$ cat src/ssb_pkg.sv
// constants, field layouts and types shared by the buffered serial receive block
//
// Contract
// RULE1: software selects receive direction and clock source before starting
// RULE2: first byte lands at buffer entry given by start pointer low five bits
// RULE3: reception ends once the entry named by end pointer is filled
// RULE4: on completion the request flag is set and the go flag cleared
// RULE5: internal clock starts at once on go and drives the clock pin
// RULE6: external clock samples data with edges seen on the clock pin after go
// RULE7: after completion further external edges are ignored until go again
// RULE8: buffer access during transfer sets request flag and access violation flag
// RULE9: an overrun condition sets the overrun flag
// RULE10: gaps only in transmit with internal clock, clock held high meanwhile
// RULE11: two gap bits give gap length, status bit picks 8 or 16 bit spacing
// RULE12: completion and buffer access share one request flag
// RULE13: request reaches the processor only while its enable bit is set
// RULE14: overrun and violation flags stay readable to tell the cause apart
// RULE15: software should not write registers while go reads one
// RULE16: software selects serial input pin function and no chip select for receive
// RULE17: software reads received bytes only after go returns to zero
// RULE18: clearing go mid transfer stops and reinitialises, buffer and registers kept
// RULE19: during transfer buffer writes are dropped and reads return all ones
// RULE20: data moves lsb first, bits latched on serial clock rising edge
// RULE21: start above end wraps from last entry to first, on to end
// RULE22: every eight bits form a byte stored at the pointer, then it advances
package ssb_pkg;
  localparam int ADDR_W = 6;
  localparam int DATA_W = 8;
  localparam int BUF_DEPTH = 32;
  localparam int PTR_W = 5;
  // register map, buffer occupies offsets 0x00 to 0x1F
  localparam logic [5:0] CTRL_OFS = 6'h20;
  localparam logic [5:0] STAT_OFS = 6'h21;
  localparam logic [5:0] START_OFS = 6'h22;
  localparam logic [5:0] END_OFS = 6'h23;
  localparam logic [5:0] IRQ_REQ_OFS = 6'h24;
  localparam logic [5:0] IRQ_EN_OFS = 6'h25;
  localparam int BUF_SEL_BIT = 5;
  // serial_control_reg fields
  localparam int CTRL_DIR_BIT = 7;
  localparam int CTRL_GAP_HI_BIT = 4;
  localparam int CTRL_GAP_LO_BIT = 3;
  localparam int CTRL_CKSEL_HI = 1;
  localparam int CTRL_CKSEL_LO = 0;
  localparam logic [1:0] CKSEL_EXT = 2'h3;
  // serial_status_reg fields
  localparam int STAT_GO_BIT = 7;
  localparam int STAT_GIT_BIT = 6;
  localparam int STAT_OVR_BIT = 1;
  localparam int STAT_WT_BIT = 0;
  localparam int IRQ_BIT = 0;
  // reset values and the all-ones buffer read value while busy
  localparam logic [7:0] CTRL_RST = 8'h00;
  localparam logic [7:0] START_RST = 8'h00;
  localparam logic [7:0] END_RST = 8'h00;
  localparam logic [7:0] BUSY_READ = 8'hFF;
  // internal clock half periods in ref_clk cycles, one per source select
  localparam logic [7:0] HALF_SEL0 = 8'h02;
  localparam logic [7:0] HALF_SEL1 = 8'h08;
  localparam logic [7:0] HALF_SEL2 = 8'h20;
  // shortest low phase of the external clock that still counts as sound
  localparam logic [1:0] OVR_MIN_LOW = 2'h2;
  localparam logic [2:0] LAST_BIT = 3'h7;
  localparam logic [3:0] LAST_BIT16 = 4'hF;
  typedef enum logic {CK_IDLE, CK_RUN} ssb_ck_state_t;
endpackage

$ cat src/ssb_rx_top.sv
// buffered synchronous serial receive unit: registers, buffer control, serial sampling
//
// Local design decisions: strobed register access and the address map.
`timescale 1ns/100ps
module ssb_rx_top #(
  parameter logic [7:0] HALF_SEL0 = ssb_pkg::HALF_SEL0,
  parameter logic [7:0] HALF_SEL1 = ssb_pkg::HALF_SEL1,
  parameter logic [7:0] HALF_SEL2 = ssb_pkg::HALF_SEL2
) (
  input wire logic ref_clk,
  input wire logic arst_n,
  input wire logic [ssb_pkg::ADDR_W-1:0] reg_addr,
  input wire logic [7:0] reg_wdata,
  input wire logic reg_wr,
  input wire logic reg_rd,
  output logic [7:0] reg_rdata,
  input wire logic serial_clock_pin_in,
  output logic serial_clock_pin_out,
  output logic serial_clock_pin_oe_n,
  input wire logic serial_data_in,
  output logic transfer_busy,
  output logic irq_out
);
  typedef struct packed {
    logic [7:0] ctrl;
    logic go;
    logic gap_interval_select;
    logic overrun_flag;
    logic wt;
    logic [7:0] start_ptr;
    logic [7:0] end_ptr;
    logic irq_flag;
    logic irq_en;
    logic [4:0] ptr;
    logic [7:0] shift;
    logic [2:0] bitcnt;
    logic ck_s1;
    logic ck_s2;
    logic ck_prev;
    logic dat_s1;
    logic dat_s2;
    logic [1:0] low_cnt;
    logic [7:0] rd_data;
    logic irq_out;
    logic oe_n;
  } ssb_rx_state_t;

  ssb_rx_state_t st_reg;
  ssb_rx_state_t st_next;

  // combinational helpers, not state
  logic ext_clk;
  logic ext_rise;
  logic gen_rise;
  logic gen_level;
  logic sample;
  logic is_buf;
  logic violation;
  logic overrun;
  logic [7:0] half_period;
  logic buf_we;
  logic [4:0] buf_waddr;
  logic [7:0] buf_wdata;
  logic [7:0] buf_rdata;
  logic [7:0] rx_byte;
  logic [7:0] stat_view;

  ssb_buf #(
    .DEPTH(ssb_pkg::BUF_DEPTH),
    .AW(ssb_pkg::PTR_W),
    .DW(ssb_pkg::DATA_W)
  ) u_buf (
    .ref_clk(ref_clk),
    .arst_n(arst_n),
    .wr_en(buf_we),
    .wr_addr(buf_waddr),
    .wr_data(buf_wdata),
    .rd_addr(reg_addr[4:0]),
    .rd_data(buf_rdata)
  );

  // gap applies only to transmit direction on an internal clock
  ssb_sclk_gen u_sclk (
    .ref_clk(ref_clk),
    .arst_n(arst_n),
    .run(st_reg.go && !ext_clk), // internal source runs straight from go [RULE5]
    .half_period(half_period),
    .gap_en(st_reg.ctrl[ssb_pkg::CTRL_DIR_BIT] && !ext_clk), // [RULE10]
    .gap_len({st_reg.ctrl[ssb_pkg::CTRL_GAP_HI_BIT], st_reg.ctrl[ssb_pkg::CTRL_GAP_LO_BIT]}),
    .gap_every16(st_reg.gap_interval_select), // [RULE11]
    .sclk_level(gen_level),
    .sclk_rise(gen_rise)
  );

  // clock source and rate decode
  always_comb begin
    ext_clk = (st_reg.ctrl[ssb_pkg::CTRL_CKSEL_HI:ssb_pkg::CTRL_CKSEL_LO] == ssb_pkg::CKSEL_EXT);
    case (st_reg.ctrl[ssb_pkg::CTRL_CKSEL_HI:ssb_pkg::CTRL_CKSEL_LO])
      2'h0: half_period = HALF_SEL0;
      2'h1: half_period = HALF_SEL1;
      2'h2: half_period = HALF_SEL2;
      default: half_period = HALF_SEL0;
    endcase
  end

  // status view; go reads as busy flag
  always_comb begin
    stat_view = 8'h00;
    stat_view[ssb_pkg::STAT_GO_BIT] = st_reg.go;
    stat_view[ssb_pkg::STAT_GIT_BIT] = st_reg.gap_interval_select;
    stat_view[ssb_pkg::STAT_OVR_BIT] = st_reg.overrun_flag; // cause stays visible [RULE14]
    stat_view[ssb_pkg::STAT_WT_BIT] = st_reg.wt; // [RULE14]
  end

  // main next-state process: bus access first, hardware events last so a set wins
  always_comb begin
    st_next = st_reg;
    st_next.rd_data = 8'h00;
    violation = 1'b0;
    overrun = 1'b0;
    buf_we = 1'b0;
    buf_waddr = reg_addr[4:0];
    buf_wdata = reg_wdata;
    rx_byte = 8'h00;
    is_buf = !reg_addr[ssb_pkg::BUF_SEL_BIT];

    // two-stage synchronisers for clock pin and data pin
    st_next.ck_s1 = serial_clock_pin_in;
    st_next.ck_s2 = st_reg.ck_s1;
    st_next.ck_prev = st_reg.ck_s2;
    st_next.dat_s1 = serial_data_in;
    st_next.dat_s2 = st_reg.dat_s1;
    ext_rise = st_reg.ck_s2 && !st_reg.ck_prev;

    // length of the current low phase of the external clock, saturating
    if (st_reg.ck_s2) begin
      st_next.low_cnt = 2'h0;
    end else if (st_reg.low_cnt != 2'h3) begin
      st_next.low_cnt = 2'(st_reg.low_cnt + 2'h1);
    end

    // register and buffer writes
    if (reg_wr) begin
      if (is_buf) begin
        if (st_reg.go) begin
          violation = 1'b1; // write dropped while busy [RULE19] [RULE8]
        end else begin
          buf_we = 1'b1;
        end
      end else begin
        case (reg_addr)
          ssb_pkg::CTRL_OFS: begin
            st_next.ctrl = reg_wdata;
          end
          ssb_pkg::STAT_OFS: begin
            st_next.go = reg_wdata[ssb_pkg::STAT_GO_BIT];
            st_next.gap_interval_select = reg_wdata[ssb_pkg::STAT_GIT_BIT];
            // error flags clear by writing zero, ones are ignored
            st_next.overrun_flag = st_reg.overrun_flag & reg_wdata[ssb_pkg::STAT_OVR_BIT];
            st_next.wt = st_reg.wt & reg_wdata[ssb_pkg::STAT_WT_BIT];
            if (reg_wdata[ssb_pkg::STAT_GO_BIT] && !st_reg.go) begin
              st_next.ptr = st_reg.start_ptr[4:0]; // first entry from start [RULE2]
              st_next.bitcnt = 3'h0;
              st_next.shift = 8'h00;
            end
            if (!reg_wdata[ssb_pkg::STAT_GO_BIT]) begin
              // abort: sequencer back to rest, buffer and registers kept [RULE18]
              st_next.bitcnt = 3'h0;
              st_next.shift = 8'h00;
            end
          end
          ssb_pkg::START_OFS: begin
            st_next.start_ptr = reg_wdata;
          end
          ssb_pkg::END_OFS: begin
            st_next.end_ptr = reg_wdata;
          end
          ssb_pkg::IRQ_REQ_OFS: begin
            st_next.irq_flag = st_reg.irq_flag & reg_wdata[ssb_pkg::IRQ_BIT];
          end
          ssb_pkg::IRQ_EN_OFS: begin
            st_next.irq_en = reg_wdata[ssb_pkg::IRQ_BIT];
          end
          default: begin
          end
        endcase
      end
    end

    // reads, data stands one cycle after the strobe only
    if (reg_rd) begin
      if (is_buf) begin
        if (st_reg.go) begin
          st_next.rd_data = ssb_pkg::BUSY_READ; // all ones while busy [RULE19]
          violation = 1'b1; // [RULE8]
        end else begin
          st_next.rd_data = buf_rdata;
        end
      end else begin
        case (reg_addr)
          ssb_pkg::CTRL_OFS: st_next.rd_data = st_reg.ctrl;
          ssb_pkg::STAT_OFS: st_next.rd_data = stat_view;
          ssb_pkg::START_OFS: st_next.rd_data = st_reg.start_ptr;
          ssb_pkg::END_OFS: st_next.rd_data = st_reg.end_ptr;
          ssb_pkg::IRQ_REQ_OFS: st_next.rd_data = {7'h00, st_reg.irq_flag};
          ssb_pkg::IRQ_EN_OFS: st_next.rd_data = {7'h00, st_reg.irq_en};
          default: st_next.rd_data = 8'h00;
        endcase
      end
    end

    // one bit per rising serial edge, only while go is set [RULE6] [RULE7]
    sample = st_reg.go && (ext_clk ? ext_rise : gen_rise); // [RULE20]

    // a low phase shorter than the sampling window means bits were missed
    if (st_reg.go && ext_clk && ext_rise && (st_reg.low_cnt < ssb_pkg::OVR_MIN_LOW)) begin
      overrun = 1'b1;
    end

    if (sample) begin
      // lsb arrives first, so shift right and enter at the top [RULE20]
      rx_byte = {st_reg.dat_s2, st_reg.shift[7:1]};
      st_next.shift = rx_byte;
      st_next.bitcnt = 3'(st_reg.bitcnt + 3'h1);
      if (st_reg.bitcnt == ssb_pkg::LAST_BIT) begin
        // byte complete: store at pointer, serial write beats the bus [RULE22]
        if (!st_reg.ctrl[ssb_pkg::CTRL_DIR_BIT]) begin
          buf_we = 1'b1;
          buf_waddr = st_reg.ptr;
          buf_wdata = rx_byte;
        end
        if (st_reg.ptr == st_reg.end_ptr[4:0]) begin
          st_next.go = 1'b0; // [RULE3] [RULE4]
          st_next.irq_flag = 1'b1; // [RULE4] [RULE12]
        end else begin
          st_next.ptr = 5'(st_reg.ptr + 5'h01); // 31 rolls to 0 [RULE21] [RULE22]
        end
      end
    end

    // error events set last so they win over a same-cycle clear
    if (violation) begin
      st_next.wt = 1'b1; // [RULE8]
      st_next.irq_flag = 1'b1; // shared request [RULE12]
    end
    if (overrun) begin
      st_next.overrun_flag = 1'b1; // [RULE9]
    end

    // request gated by its enable [RULE13]
    st_next.irq_out = st_next.irq_flag && st_next.irq_en;
    // pin driven only for an internal source while busy [RULE5]
    st_next.oe_n = !(st_next.go &&
      (st_next.ctrl[ssb_pkg::CTRL_CKSEL_HI:ssb_pkg::CTRL_CKSEL_LO] != ssb_pkg::CKSEL_EXT));
  end

  // asynchronous reset loads constants only
  always_ff @(posedge ref_clk or negedge arst_n) begin
    if (!arst_n) begin
      // clock pin synchronisers start at the idle-high clock level, so no false edge follows reset
      st_reg <= '{ctrl: ssb_pkg::CTRL_RST, start_ptr: ssb_pkg::START_RST,
                  end_ptr: ssb_pkg::END_RST, ck_s1: 1'b1, ck_s2: 1'b1, ck_prev: 1'b1,
                  oe_n: 1'b1, default: '0};
    end else begin
      st_reg <= st_next;
    end
  end

  // outputs straight from flip-flops
  assign reg_rdata = st_reg.rd_data;
  assign serial_clock_pin_out = gen_level;
  assign serial_clock_pin_oe_n = st_reg.oe_n;
  assign transfer_busy = st_reg.go;
  assign irq_out = st_reg.irq_out;
endmodule

$ cat src/ssb_buf.sv
// 32-entry byte buffer with one write port and one combinational read port
`timescale 1ns/100ps
module ssb_buf #(
  parameter int DEPTH = ssb_pkg::BUF_DEPTH,
  parameter int AW = ssb_pkg::PTR_W,
  parameter int DW = ssb_pkg::DATA_W
) (
  input wire logic ref_clk,
  input wire logic arst_n,
  input wire logic wr_en,
  input wire logic [AW-1:0] wr_addr,
  input wire logic [DW-1:0] wr_data,
  input wire logic [AW-1:0] rd_addr,
  output logic [DW-1:0] rd_data
);
  typedef struct packed {
    logic [DEPTH-1:0][DW-1:0] mem;
  } ssb_buf_state_t;

  ssb_buf_state_t st_reg;
  ssb_buf_state_t st_next;

  // single write per cycle, the caller arbitrates between bus and serial side
  always_comb begin
    st_next = st_reg;
    if (wr_en) begin
      st_next.mem[wr_addr] = wr_data;
    end
  end

  always_ff @(posedge ref_clk or negedge arst_n) begin
    if (!arst_n) begin
      st_reg <= '0;
    end else begin
      st_reg <= st_next;
    end
  end

  assign rd_data = st_reg.mem[rd_addr];
endmodule

$ cat src/ssb_sclk_gen.sv
// internal serial clock generator with gap insertion at data divisions
`timescale 1ns/100ps
module ssb_sclk_gen (
  input wire logic ref_clk,
  input wire logic arst_n,
  input wire logic run,
  input wire logic [7:0] half_period,
  input wire logic gap_en,
  input wire logic [1:0] gap_len,
  input wire logic gap_every16,
  output logic sclk_level,
  output logic sclk_rise
);
  typedef struct packed {
    ssb_pkg::ssb_ck_state_t state;
    logic level;
    logic rise;
    logic [7:0] timer;
    logic [3:0] bitcnt;
    logic [2:0] gapc;
  } ssb_ck_t;

  ssb_ck_t st_reg;
  ssb_ck_t st_next;
  logic boundary;

  // clock idles high, falls first, every rise is one bit time
  always_comb begin
    st_next = st_reg;
    st_next.rise = 1'b0;
    boundary = 1'b0;
    case (st_reg.state)
      ssb_pkg::CK_IDLE: begin
        st_next.level = 1'b1;
        st_next.timer = 8'h00;
        st_next.bitcnt = 4'h0;
        st_next.gapc = 3'h0;
        if (run) begin
          st_next.state = ssb_pkg::CK_RUN; // starts with no wait [RULE5]
        end
      end
      ssb_pkg::CK_RUN: begin
        if (!run) begin
          st_next.state = ssb_pkg::CK_IDLE;
          st_next.level = 1'b1;
        end else if (8'(st_reg.timer + 8'h01) >= half_period) begin
          st_next.timer = 8'h00;
          if (st_reg.level) begin
            // held high while gap half periods remain [RULE10]
            if (st_reg.gapc != 3'h0) begin
              st_next.gapc = 3'(st_reg.gapc - 3'h1);
            end else begin
              st_next.level = 1'b0;
            end
          end else begin
            st_next.level = 1'b1;
            st_next.rise = 1'b1;
            st_next.bitcnt = 4'(st_reg.bitcnt + 4'h1);
            // spacing of 8 or 16 bits, length in whole clock cycles [RULE11]
            boundary = gap_every16 ? (st_reg.bitcnt == ssb_pkg::LAST_BIT16)
                                   : (st_reg.bitcnt[2:0] == ssb_pkg::LAST_BIT);
            if (gap_en && boundary) begin
              st_next.gapc = {gap_len, 1'b0};
            end
          end
        end else begin
          st_next.timer = 8'(st_reg.timer + 8'h01);
        end
      end
      default: begin
        st_next.state = ssb_pkg::CK_IDLE;
      end
    endcase
  end

  always_ff @(posedge ref_clk or negedge arst_n) begin
    if (!arst_n) begin
      st_reg <= '{state: ssb_pkg::CK_IDLE, level: 1'b1, default: '0};
    end else begin
      st_reg <= st_next;
    end
  end

  assign sclk_level = st_reg.level;
  assign sclk_rise = st_reg.rise;
endmodule

$ cat config.mk
export PLATFORM = sky130hd
export DESIGN_NAME = ssb_rx_top
export DESIGN_NICKNAME = d
export VERILOG_FILES = /design/src/ssb_pkg.sv /design/src/ssb_rx_top.sv /design/src/ssb_buf.sv /design/src/ssb_sclk_gen.sv
export SDC_FILE = /design/constraint.sdc
export NUM_CORES = 1
export LEC_CHECK = 0
export BUFFER_PORTS_ARGS = -buffer_cell sky130_fd_sc_hd__buf_2
export CORE_UTILIZATION = 55
export DETAILED_ROUTE_END_ITERATION = 10
export PLACE_DENSITY = 0.71
export SYNTH_ARGS = -nofsm -noshare
export SYNTH_HDL_FRONTEND = slang
export SYNTH_SLANG_ARGS = --single-unit
$ cat constraint.sdc
create_clock -name ref_clk -period 4 [get_ports ref_clk]
set_input_delay 0.8 -clock ref_clk [delete_from_list [all_inputs] [get_ports ref_clk]]
set_output_delay 0.8 -clock ref_clk [all_outputs]
set_load 0.1 [all_outputs]
## Word-level counts from Yosys, hierarchy flattened

Index checks and enable logic that the tools add are counted.

- Reduce and logical (&&, ||, !) cells: 36
- Multiplexer cells: 72
- Equality and inequality tests: 22
- $lt $le $gt $ge: 5
- $add $sub $neg: 6
- Bitwise logic cells: 4

Operators with widths:

| operator | count |
|---|---|
| $bwmux W256 | 1 |
| $mux W8 | 11 |
| $mux W40 | 2 |
| $mux W16 | 4 |
| $pmux W8 S6 | 1 |
| $bmux W8 S5 | 1 |
| $demux W8 S5 | 1 |
| $eq A6 B6 Y1 const B | 6 |
| $mux W1 | 32 |
| $pmux W15 S2 | 1 |
| $mux W5 | 5 |
| $reduce_and A3 Y1 | 7 |
| $reduce_bool A2 Y1 | 10 |
| $logic_and A1 B1 Y1 | 12 |
| $lt A5 B6 Y1 const B | 2 |
| $pmux W6 S2 | 1 |
| $mux W11 | 1 |
| $mux W3 | 3 |
| $ne A3 B3 Y1 const B | 3 |
| $add A8 B1 Y8 const B | 1 |
| $ge A8 B6 Y1 | 1 |
| $mux W2 | 4 |
| $mux W4 | 2 |
| $ne A2 B2 Y1 const B | 4 |
| 21 further kinds | 29 |

- Logic and storage cells: 205
- Output and inout bits: 12
- Input port bits: 20
- Register bits: 337

## Longest topological paths before layout

Gate-level depths: netlist of run 1.

- Word-level depth: 12
- Gate-level depth with buffers: 9
- Mapped depth without buffers: 9

## Cells and area by module

Synthesis of run 1 repeated with hierarchy kept, for this count alone.

- Cell total of the unflattened synthesis: 1081
- Area, all modules: 15915.3 µm²

Modules (own cells, without submodules):

| module | sequential area each (µm²) | times used | cells each | area each (µm²) |
|---|---|---|---|---|
| ssb_buf | 6406.1 | 1 | 699 | 11648.7 |
| ssb_rx_top | 1556.5 | 1 | 262 | 3094.2 |
| ssb_sclk_gen | 451.7 | 1 | 120 | 1172.4 |

## Worst setup path after synthesis of run 1

OpenSTA, ideal clock, no wires.

- Kind: register -> register
- Start: reg st_reg (netlist bit transfer_busy)
- End: reg u_buf.st_reg[224] in the netlist's numbering
- Slack: 1.180 ns
- Cell stages (with the launch flop): 8
- Data required time: 3.875 ns
- Library setup time: 0.125 ns
- Buffers on the path: 2
- Clock period less this slack: 2.820 ns
- Arrival: 2.695 ns
- Cell sequence: dfrtp_1 buf_6 nand3b_2 a211oi_4 mux2i_1 nand2b_1 clkbuf_1 mux2_2

- Word-level cells in the longest chain between the ends: 7
- Elaborated cells on any way between the ends: 15
- Those cells by class: order compare (2); mux (11); reduce/logical (2)

RTL lines:

| item | line | source |
|---|---|---|
| start, declared | ssb_rx_top.sv:48 | `ssb_rx_state_t st_reg;` |
| start signal, assigned | ssb_rx_top.sv:261 | `st_reg <= '{ctrl: ssb_pkg::CTRL_RST, start_ptr: ssb_pkg::START_RST,` |
| start signal, assigned | ssb_rx_top.sv:265 | `st_reg <= st_next;` |
| $logic_and A1 B1 Y1 | ssb_rx_top.sv:213 | `sample = st_reg.go && (ext_clk ? ext_rise : gen_rise);` |
| $mux W5 | ssb_rx_top.sv:220 | `if (sample) begin` |
| $lt A5 B6 Y1 (implied by the code) / $ge A5 B1 Y1 (equally long branches) | ssb_buf.sv:27 | `st_next.mem[wr_addr] = wr_data;` |
| $logic_and A1 B1 Y1 (implied by the code) | ssb_buf.sv:27 |  |
| $mux W8 (implied by the code) | ssb_buf.sv:27 |  |
| $demux W8 S5 | - |  |
| $bwmux W256 | ssb_buf.sv:27 |  |
| end signal, assigned | ssb_buf.sv:35 | `st_reg <= st_next;` |
| end, declared | ssb_buf.sv:20 | `ssb_buf_state_t st_reg;` |

Parallel ways exist; a longest one is shown, timed or not.
A chain may end at the register's enable or synchronous reset.

## Worst setup path in the final report of run 1

- Start: reg st_reg[55] in the netlist's numbering
- End: reg u_buf.st_reg[7] in the netlist's numbering

- Word-level cells in the longest chain between the ends: 9
- Elaborated cells on any way between the ends: 12
- Those cells by class: order compare (2); eq/ne (1); mux (7); reduce/logical (2)

RTL lines:

| item | line | source |
|---|---|---|
| $eq A2 B2 Y1 (*) | ssb_rx_top.sv:97 | `ext_clk = (st_reg.ctrl[ssb_pkg::CTRL_CKSEL_HI:ssb_pkg::CTRL_CKSEL_LO] == ssb_pkg::CKSEL_EXT);` |
| $mux W1 (*) | ssb_rx_top.sv:213 |  |
| $logic_and A1 B1 Y1 (*) | ssb_rx_top.sv:213 |  |
| $mux W5 | ssb_rx_top.sv:220 |  |
| $lt A5 B6 Y1 (implied by the code) / $ge A5 B1 Y1 (equally long branches) | ssb_buf.sv:27 |  |
| $logic_and A1 B1 Y1 (implied by the code) | ssb_buf.sv:27 |  |
| $mux W8 (implied by the code) | ssb_buf.sv:27 |  |
| $demux W8 S5 | - |  |
| $bwmux W256 | ssb_buf.sv:27 |  |

Every way passes the cells marked *; elsewhere a longest branch is shown, timed or not.

==> results of run 1 <==
## cells by family (layout without fill, tap and decap cells)
kind of cell,Yosys count,after routing
AOI/OAI and AO/OA,131,131
xor gates and xnor gates,10,10
adders and majority gates,15,15
buffers and inverters,111,136
DFF,336,336
muxes,409,409
and+or+nand+nor,200,200
## power breakdown
part           total [W]  switching [W]  internal (W)  leakage, nW
clock network    0.00341        0.00134       0.00206        0.599
logic            0.00121       0.000595      0.000617         3.32
registers        0.00410       0.000277       0.00382         4.38
total            0.00872        0.00222       0.00650         8.30
## critical path, stage by stage (launching register included)
cell and delay (ps):
sky130_fd_sc_hd__dfrtp_1 420, sky130_fd_sc_hd__ha_1 280, sky130_fd_sc_hd__nand3b_2 280, sky130_fd_sc_hd__a211oi_4 720, sky130_fd_sc_hd__buf_4 300, sky130_fd_sc_hd__mux2i_1 560
sky130_fd_sc_hd__nor2_4 170, sky130_fd_sc_hd__mux2_2 320
## through the flow
stage          setup slack, ps  instances  utilization, %  hold slack, ps
3_5_place_dp               790       1562            57.3             343
4_1_cts                    876       1627            61.4             355
2_1_floorplan             1180       1212               -             331
5_1_grt                    748       1627            61.4             365
6_report                   835       1627            61.4             351
3_3_place_gp               835       1562            57.3             341
## cell type report
class,instances,area (um^2),share of cell area (%)
flip-flops and latches,336,8410,46.1
inverters,15,56.3,0.309
clock buffers,57,1120,6.16
repair buffers,56,420,2.31
clock inverters,8,96.3,0.528
multi-input cells,765,7640,41.9
well taps,390,488,2.68
## per-layer routing
metal | GRT usage, % | part of all wire (%) | wire length, um | up-vias
met5 | 0 | 0 | 0 | -
met4 | 7.28 | 2.3 | 894 | 0
met3 | 3.83 | 5.4 | 2150 | 61
met2 | 41.4 | 47 | 18500 | 308
met1 | 39.5 | 46 | 18000 | 5398
li1 | - | - | - | 4476
## layout by cell type, fill, tap and decap left out, types with 6 or more instances in the layout
master / count
sky130_fd_sc_hd__ha_1: 15
sky130_fd_sc_hd__nor2_1: 29
sky130_fd_sc_hd__o21a_1: 6
sky130_fd_sc_hd__o21ai_0: 17
sky130_fd_sc_hd__mux4_2: 53
sky130_fd_sc_hd__clkbuf_1: 10
sky130_fd_sc_hd__nand4_1: 6
sky130_fd_sc_hd__mux2_4: 24
sky130_fd_sc_hd__buf_4: 22
sky130_fd_sc_hd__inv_1: 14
sky130_fd_sc_hd__a22o_1: 9
sky130_fd_sc_hd__a22oi_1: 11
sky130_fd_sc_hd__nand3_1: 33
sky130_fd_sc_hd__a31oi_1: 8
sky130_fd_sc_hd__nand2_1: 49
sky130_fd_sc_hd__nand2b_1: 17
sky130_fd_sc_hd__mux2i_1: 57
sky130_fd_sc_hd__nor2b_1: 9
sky130_fd_sc_hd__a21oi_1: 17
sky130_fd_sc_hd__and3_1: 7
sky130_fd_sc_hd__and2_1: 7
sky130_fd_sc_hd__dfrtp_1: 331
sky130_fd_sc_hd__nand2_2: 12
sky130_fd_sc_hd__clkbuf_16: 39
sky130_fd_sc_hd__buf_2: 28
sky130_fd_sc_hd__mux2_2: 274
sky130_fd_sc_hd__xnor2_1: 7
sky130_fd_sc_hd__clkbuf_8: 8
## worst max path at each step
stage | start | end | slack, ps | cells past startpoint
after detailed placement | reg_addr[1] | reg_rdata[4]$_DFF_PN0_ | 790 | 7
final | st_reg[55]$_DFF_PN0_ | u_buf.st_reg[7]$_DFFE_PN0P_ | 840 | 7
after CTS | st_reg[55]$_DFF_PN0_ | u_buf.st_reg[7]$_DFFE_PN0P_ | 880 | 7
after global placement | reg_addr[1] | reg_rdata[4]$_DFF_PN0_ | 840 | 7
after global routing | st_reg[56]$_DFF_PN0_ | u_buf.st_reg[7]$_DFFE_PN0P_ | 750 | 7
after floorplan | transfer_busy$_DFF_PN0_ | u_buf.st_reg[224]$_DFFE_PN0P_ | 1180 | 7
==> reports/metrics.sh, run 1 <==
OUTCOME='completed'
SYNTH_TOP_FAMILY_BY_AREA='multiplexers'
NUMBER_OF_ANTENNA_VIOLATIONS_AT_THE_FIRST_CHECK_IN_GLOBAL_ROUTING=0
SYNTH_SEQ_AREA_SHARE_PCT=50.6
FP.DIEAREA_MM2=0.0309
CLOCK_SINKS=336
POSTCTSHOLDBUFS=0
FLOORPLAN.IO_PINS=32
CRITPATHCAPTURETYPE='flop'
POST_SYNTH_FA_HA_MAJ_AREA_FRACTION_PCT=1.13
CTS_HTREE_LEVELS=2
FINAL_MIN_PERIOD_OVER_CLOCK_PERIOD_PCT=79.1
YS.FLOP_TYPE='sky130_fd_sc_hd__dfrtp_1'
YOSYS.AREA_SHARE.SIMPLE_PCT=6.84
PORT_BUFFERS=31
AREA_DELTA_SYNTH_FINAL_PCT=9.75
PLACED_AREA_MM2=0.0170
RR_STARTPOINT='st_reg[55]$_DFF_PN0_'
CRITICAL_PATH_PEAK_FANOUT=14
DP.FINAL_HPWL_UM=25900
CRITICAL_PATH_REQUIRED_PS=4390
MAIN_AREA_CONTRIBUTORS_AFTER_SYNTHESIS='sky130_fd_sc_hd__dfrtp_1 (50%), sky130_fd_sc_hd__mux2_2 (19%), sky130_fd_sc_hd__mux4_2 (7.2%)'
GLOBAL_ROUTE.OVERFLOW_TOTAL=0
CLOCK_LATENCY_PS=520
PEAK_SUPPLY_DROP_mV=0.369
DESIGN.FINAL.NETS=1247
WORST_HOLD_PATH_TYPE='flop to flop'
P_PER_CELL_AREA_mW_PER_MM2=478
TOTAL_GLOBAL_ROUTE_TRACK_USAGE_PCT=26.7
TIMING.CRITICAL_PATH.ARRIVAL_PS=3560
GRT_MAX_DEGREE=120
MIN_DELAY_WORST_ENDPOINT='st_reg[12]$_DFF_PN0_'
MIN_DELAY_PATH_DEPTH=0
POSTCTSSETUPBUFFERS=0
TIGHTESTPINTRANSITION_PS=928
NET_COUNT_AFTER_SYNTHESIS=1247
POST_DRT_WL_PER_CELL_UM=24.3
R2R_END='u_buf.st_reg[7]$_DFFE_PN0P_'
LAUNCH_POINT_OF_THE_WORST_HOLD_PATH='st_next[12]$_DFF_PN0_'
GRT_FIRST_PASS_WIRELENGTH_UM=63000
SYNTH.MOST_COMMON_CELL='sky130_fd_sc_hd__dfrtp_1'
CLK_ROOT_BUFFER_CELL='sky130_fd_sc_hd__clkbuf_16'
FINAL.SETUP.TNS_PS=0
FLOPS_LATCHES_SYNTH=336
DRV_SLEW=0
FLOORPLAN.DIE.HEIGHT_UM=176
SYNTHDISTINCTLIBCELLS=78
FIRST_GLOBAL_VIAS=10400
DETAIL_ROUTE.VIAS_PER_CELL=6.30
REMAINING_DRC_ERRORS=0
CRITICAL_PATH.STARTPOINT_TYPE='flop'
SYNTH_COMPOUND_GATE_AREA_SHARE_PCT=6.05
REPORT.FINAL.SETUP_VIOL=0
MAX_FREQ_MHz=316
RR_WORST_DEPTH=7
SYNTHESIS.YOSYS.WARNINGS=0
LAYOUT.CELL_AREA.NON_FILLER_MM2=0.0182
PLACE.GP.CONGESTION=0.845
SYNTH.CELLS.MOST_FREQUENT='sky130_fd_sc_hd__dfrtp_1 (331), sky130_fd_sc_hd__mux2_2 (274), sky130_fd_sc_hd__mux2i_1 (57), sky130_fd_sc_hd__mux4_2 (53), sky130_fd_sc_hd__nand2_1 (49)'
AVG_INST_SIZE_SYNTH_UM2=13.7
SYNTH.TOP_CELL.AREA_SHARE_PCT=49.8
LARGEST_REGISTER_FF_COUNT=256
CTS_RESIZED=0
TOTALWIRELENGTH_UM=39600
MAXCAPVIOLATIONS=0
ANTENNA_CELLS_INSERTED=0
SLEW-LIMIT-HEADROOM_PCT=38.1
CLK_PIN_SLEW_PS=60
COUNT_OF_ANTENNA_VIOLATING_NETS_LEFT_AFTER_DETAILED_ROUTING=0
CTS_MADE_BUFFERS=38
VIA_COUNT=10200
FINCLKSKEW_PS=11.1
POWER_LEAKAGE_nW=8.30
POST_SYNTH_XOR_AREA_FRACTION_PCT=0.527
GRT_SETUP_UNREPAIRED='no'
INITIAL_UTILIZATION_PCT=55.9
MIN_PERIOD_PS=3160
FINAL_LAYOUT_SIZE_SUFFIX_GT1_SHARE_PCT=40.8
FIRST_ITERATION_DETAILED_ROUTING_DRC_COUNT=1024
R2R_SLACK_PS=840
POSTSYNTH.ASYNCRESETSHARE_PCT=100
CORE-AREA_MM2=0.0297
PROPORTION_OF_SYNTHESIZED_AREA_IN_MUX_CELLS_PCT=31.4
FIRST_PASS_ITERS=5
CHIPWIDTH_UM=176
NUM-FILL-CELLS=2250
SYNTH-EDFF-COUNT=0
CRITPATHKIND='flop to flop'
SYNTH_TOP_AREA_CELL='sky130_fd_sc_hd__dfrtp_1'
CTS_TREE='done'
TIMING_HOLD_VIOLATIONS_FINAL=0
PLACEMENT_ROWS=63
SYNTHCELLS=1212
SYNTH_AREA_MM2=0.0166
POST-LAYOUT-TOTAL-POWER_W=0.00872
CTS_BUFFER_DEPTH=3
Power figures use the tool's default switching activity.
==> run 2, diff against run 1 <==
Clock period 4 ns to 3 ns, I/O delays scaled along.
==> run 2 against run 1 <==
  * Clock-buffer cell count fell by 3
  * Maximum frequency rose by 14%
  * Critical path depth fell by 1
  * Clock skew rose by 2.6 ps
  * Die area did not move
==> reports/metrics.sh, run 2 (synthesized netlist as in run 1, its figures left out) <==
FINAL_LAYOUT_SIZE_SUFFIX_GT1_SHARE_PCT=41.7
MOST_FREQUENT_CELLS_IN_THE_LAYOUT='sky130_fd_sc_hd__dfrtp_1 (331), sky130_fd_sc_hd__mux2_2 (274), sky130_fd_sc_hd__mux2i_1 (57)'
COUNT_OF_ANTENNA_VIOLATING_NETS_LEFT_AFTER_DETAILED_ROUTING=0
TOTALWIRELENGTH_UM=38900
CTS_BUFFER_DEPTH=3
CTS_MADE_BUFFERS=36
MET3_USAGE_PCT=4.70
CORE-AREA_MM2=0.0297
POST-LAYOUT-TOTAL-POWER_W=0.0112
PLACE.GP.CONGESTION=0.866
WORST_SETUP_PATH_STARTPOINT='st_reg[55]$_DFF_PN0_'
CRITICAL_PATH_REQUIRED_PS=3390
FIRST_PASS_ITERS=5
CRITICAL_PATH.STARTPOINT_TYPE='flop'
CRITICAL_PATH_PEAK_FANOUT=32
P_PER_CELL_AREA_mW_PER_MM2=611
REMAINING_DRC_ERRORS=0
INITIAL_UTILIZATION_PCT=55.9
NUM-FILL-CELLS=2268
LEADING_CELL_TYPE_IN_THE_LAYOUT_FILL_AND_TAPS_EXCLUDED='sky130_fd_sc_hd__dfrtp_1'
PEAK_SUPPLY_DROP_mV=0.379
FIRST_GLOBAL_VIAS=10500
TIGHTESTPINTRANSITION_PS=892
MULTI_INPUT_COMBINATIONAL_CELL_AREA_MM2=0.00764
TIMING.CRITICAL_PATH.ARRIVAL_PS=3170
DRV_SLEW=0
SLEW-LIMIT-HEADROOM_PCT=40.6
INSTANCES_NO_FILL=1648
TOTAL_GLOBAL_ROUTE_TRACK_USAGE_PCT=26.1
GRT_FIRST_PASS_WIRELENGTH_UM=61600
MIN_PERIOD_PS=2790
RR_STARTPOINT='st_reg[55]$_DFF_PN0_'
GRT_UTIL_MET2_PCT=40.8
CLK_ROOT_BUFFER_CELL='sky130_fd_sc_hd__clkbuf_16'
CHIPWIDTH_UM=176
PORT_BUFFERS=31
CRITPATHMAXSTAGEDELAY_PS=640
CLK_PIN_SLEW_PS=60
DP_CELLS=1590
DETAIL_ROUTE.VIAS_PER_CELL=6.23
FLOORPLAN.IO_PINS=32
POST_DRT_WL_PER_CELL_UM=23.6
CLOCK_LATENCY_PS=510
GRT_SETUP_UNREPAIRED='no'
FLOORPLAN.DIE.HEIGHT_UM=176
POWER_LEAKAGE_nW=8.38
LARGEST_REGISTER_FF_COUNT=256
TIMING.CRITICAL_PATH.MODE_CELL='sky130_fd_sc_hd__mux2_2'
MAX_FREQ_MHz=359
FINAL_MIN_PERIOD_OVER_CLOCK_PERIOD_PCT=92.9
WORST_HOLD_PATH_TYPE='input port to async pin'
CTS_RESIZED=0
GLOBAL_ROUTE.OVERFLOW_TOTAL=0
VIA_COUNT=10300
POSTCTSSETUPBUFFERS=0
AREA_DELTA_SYNTH_FINAL_PCT=10.4
GRT_MAX_DEGREE=92
MET1_USAGE_PCT=37.1
CRITPATHKIND='flop to flop'
FINAL_SETUP_MARGIN_PS=212
PLACEMENT_ROWS=63
TOP_USAGE_LAYER='met2'
SETUP_WS_PRE_CTS_PS=140
FINAL.SETUP.TNS_PS=0
MAXCAPVIOLATIONS=0
PLACED_AREA_MM2=0.0173
POSTCTSHOLDBUFS=0
DESIGN.FINAL.NETS=1273
CTS_HTREE_LEVELS=2
REGISTER_AREA_MM2=0.00841
LAYOUT.CELL_AREA.NON_FILLER_MM2=0.0183
CRITICAL_PATH.CELL_CHAIN='ha_1, nand3b_2, a211oi_4, buf_4, mux2_2, mux2_2'
REPORT.FINAL.SETUP_VIOL=0
NUMBER_OF_ANTENNA_VIOLATIONS_AT_THE_FIRST_CHECK_IN_GLOBAL_ROUTING=1
CTS_TREE='done'
DP.FINAL_HPWL_UM=26000
CRITPATHCAPTURETYPE='flop'
FP.DIEAREA_MM2=0.0309
CLOCK_SINKS=336
TIMING_HOLD_VIOLATIONS_FINAL=0
FINCLKSKEW_PS=13.7
CP_SLOWEST_CELL='sky130_fd_sc_hd__mux2_2'
ANTENNA_CELLS_INSERTED=0
FIRST_ITERATION_DETAILED_ROUTING_DRC_COUNT=803
OUTCOME='completed'
[run 2: cell count changes in the layout (fill, tap and decap cells not counted)]
| cell | before | now |
|---|---|---|
| sky130_fd_sc_hd__buf_4 | 22 | 46 |
| sky130_fd_sc_hd__clkbuf_8 | 8 | 6 |
| sky130_fd_sc_hd__clkbuf_1 | 10 | 11 |
| sky130_fd_sc_hd__bufinv_16 | 2 | 0 |
| sky130_fd_sc_hd__clkinvlp_4 | 1 | 0 |
| sky130_fd_sc_hd__inv_6 | 1 | 0 |
| sky130_fd_sc_hd__clkbuf_16 | 39 | 37 |
| sky130_fd_sc_hd__buf_12 | 5 | 9 |
[run 2: final timing paths]
kind,end,slack (ps),depth (start not counted)
max,u_buf.st_reg[212]$_DFFE_PN0P_,210,6
min,u_sclk.st_reg[10]$_DFFE_PN0N_,110,1
max reg2reg,u_buf.st_reg[212]$_DFFE_PN0P_,210,6
min reg2reg,st_reg[12]$_DFF_PN0_,350,0
max in group asynchronous,u_buf.st_reg[152]$_DFFE_PN0P_,2070,2
min in group ref_clk,st_next[15]$_DFF_PN1_,200,1
[run 2: stage by stage]
| step | hold slack [ps] | utilization (%) |
|---|---|---|
| 2_1_floorplan | 304 | - |
| 3_3_place_gp | 335 | 58.1 |
| 3_5_place_dp | 340 | 58.1 |
| 4_1_cts | 143 | 61.7 |
| 5_1_grt | 161 | 61.7 |
| 6_report | 106 | 61.7 |
[run 2: cell type report]
cell class | count | share of cell area [%]
flip-flops and latches | 336 | 45.9
multi-input cells | 765 | 41.6
clock buffers | 54 | 5.72
repair buffers | 84 | 3.71
well taps | 390 | 2.66
inverters | 15 | 0.307
clock inverters | 4 | 0.109
[run 2: metal layers]
| layer | routed length (um) | vias up |
|---|---|---|
| met2 | 18200 | 273 |
| met5 | 13 | - |
| li1 | - | 4533 |
| met1 | 17300 | 5383 |
| met4 | 1110 | 2 |
| met3 | 2200 | 77 |
[run 2: worst max-delay path: cells and delay by family (launching register included)]
family          cells  cell delay, ps
fa+ha+maj           1             270
buf+inv             1             230
compound gates      1             440
mux                 2            1030
flops               1             410
simple gates        1             270
[run 2: where the power goes]
| part | internal (W) | total, W | switching [W] |
|---|---|---|---|
| Sequential | 0.00510 | 0.00544 | 0.000342 |
| Combinational | 0.000846 | 0.00166 | 0.000812 |
| Clock | 0.00240 | 0.00410 | 0.00171 |
| Total | 0.00834 | 0.0112 | 0.00286 |
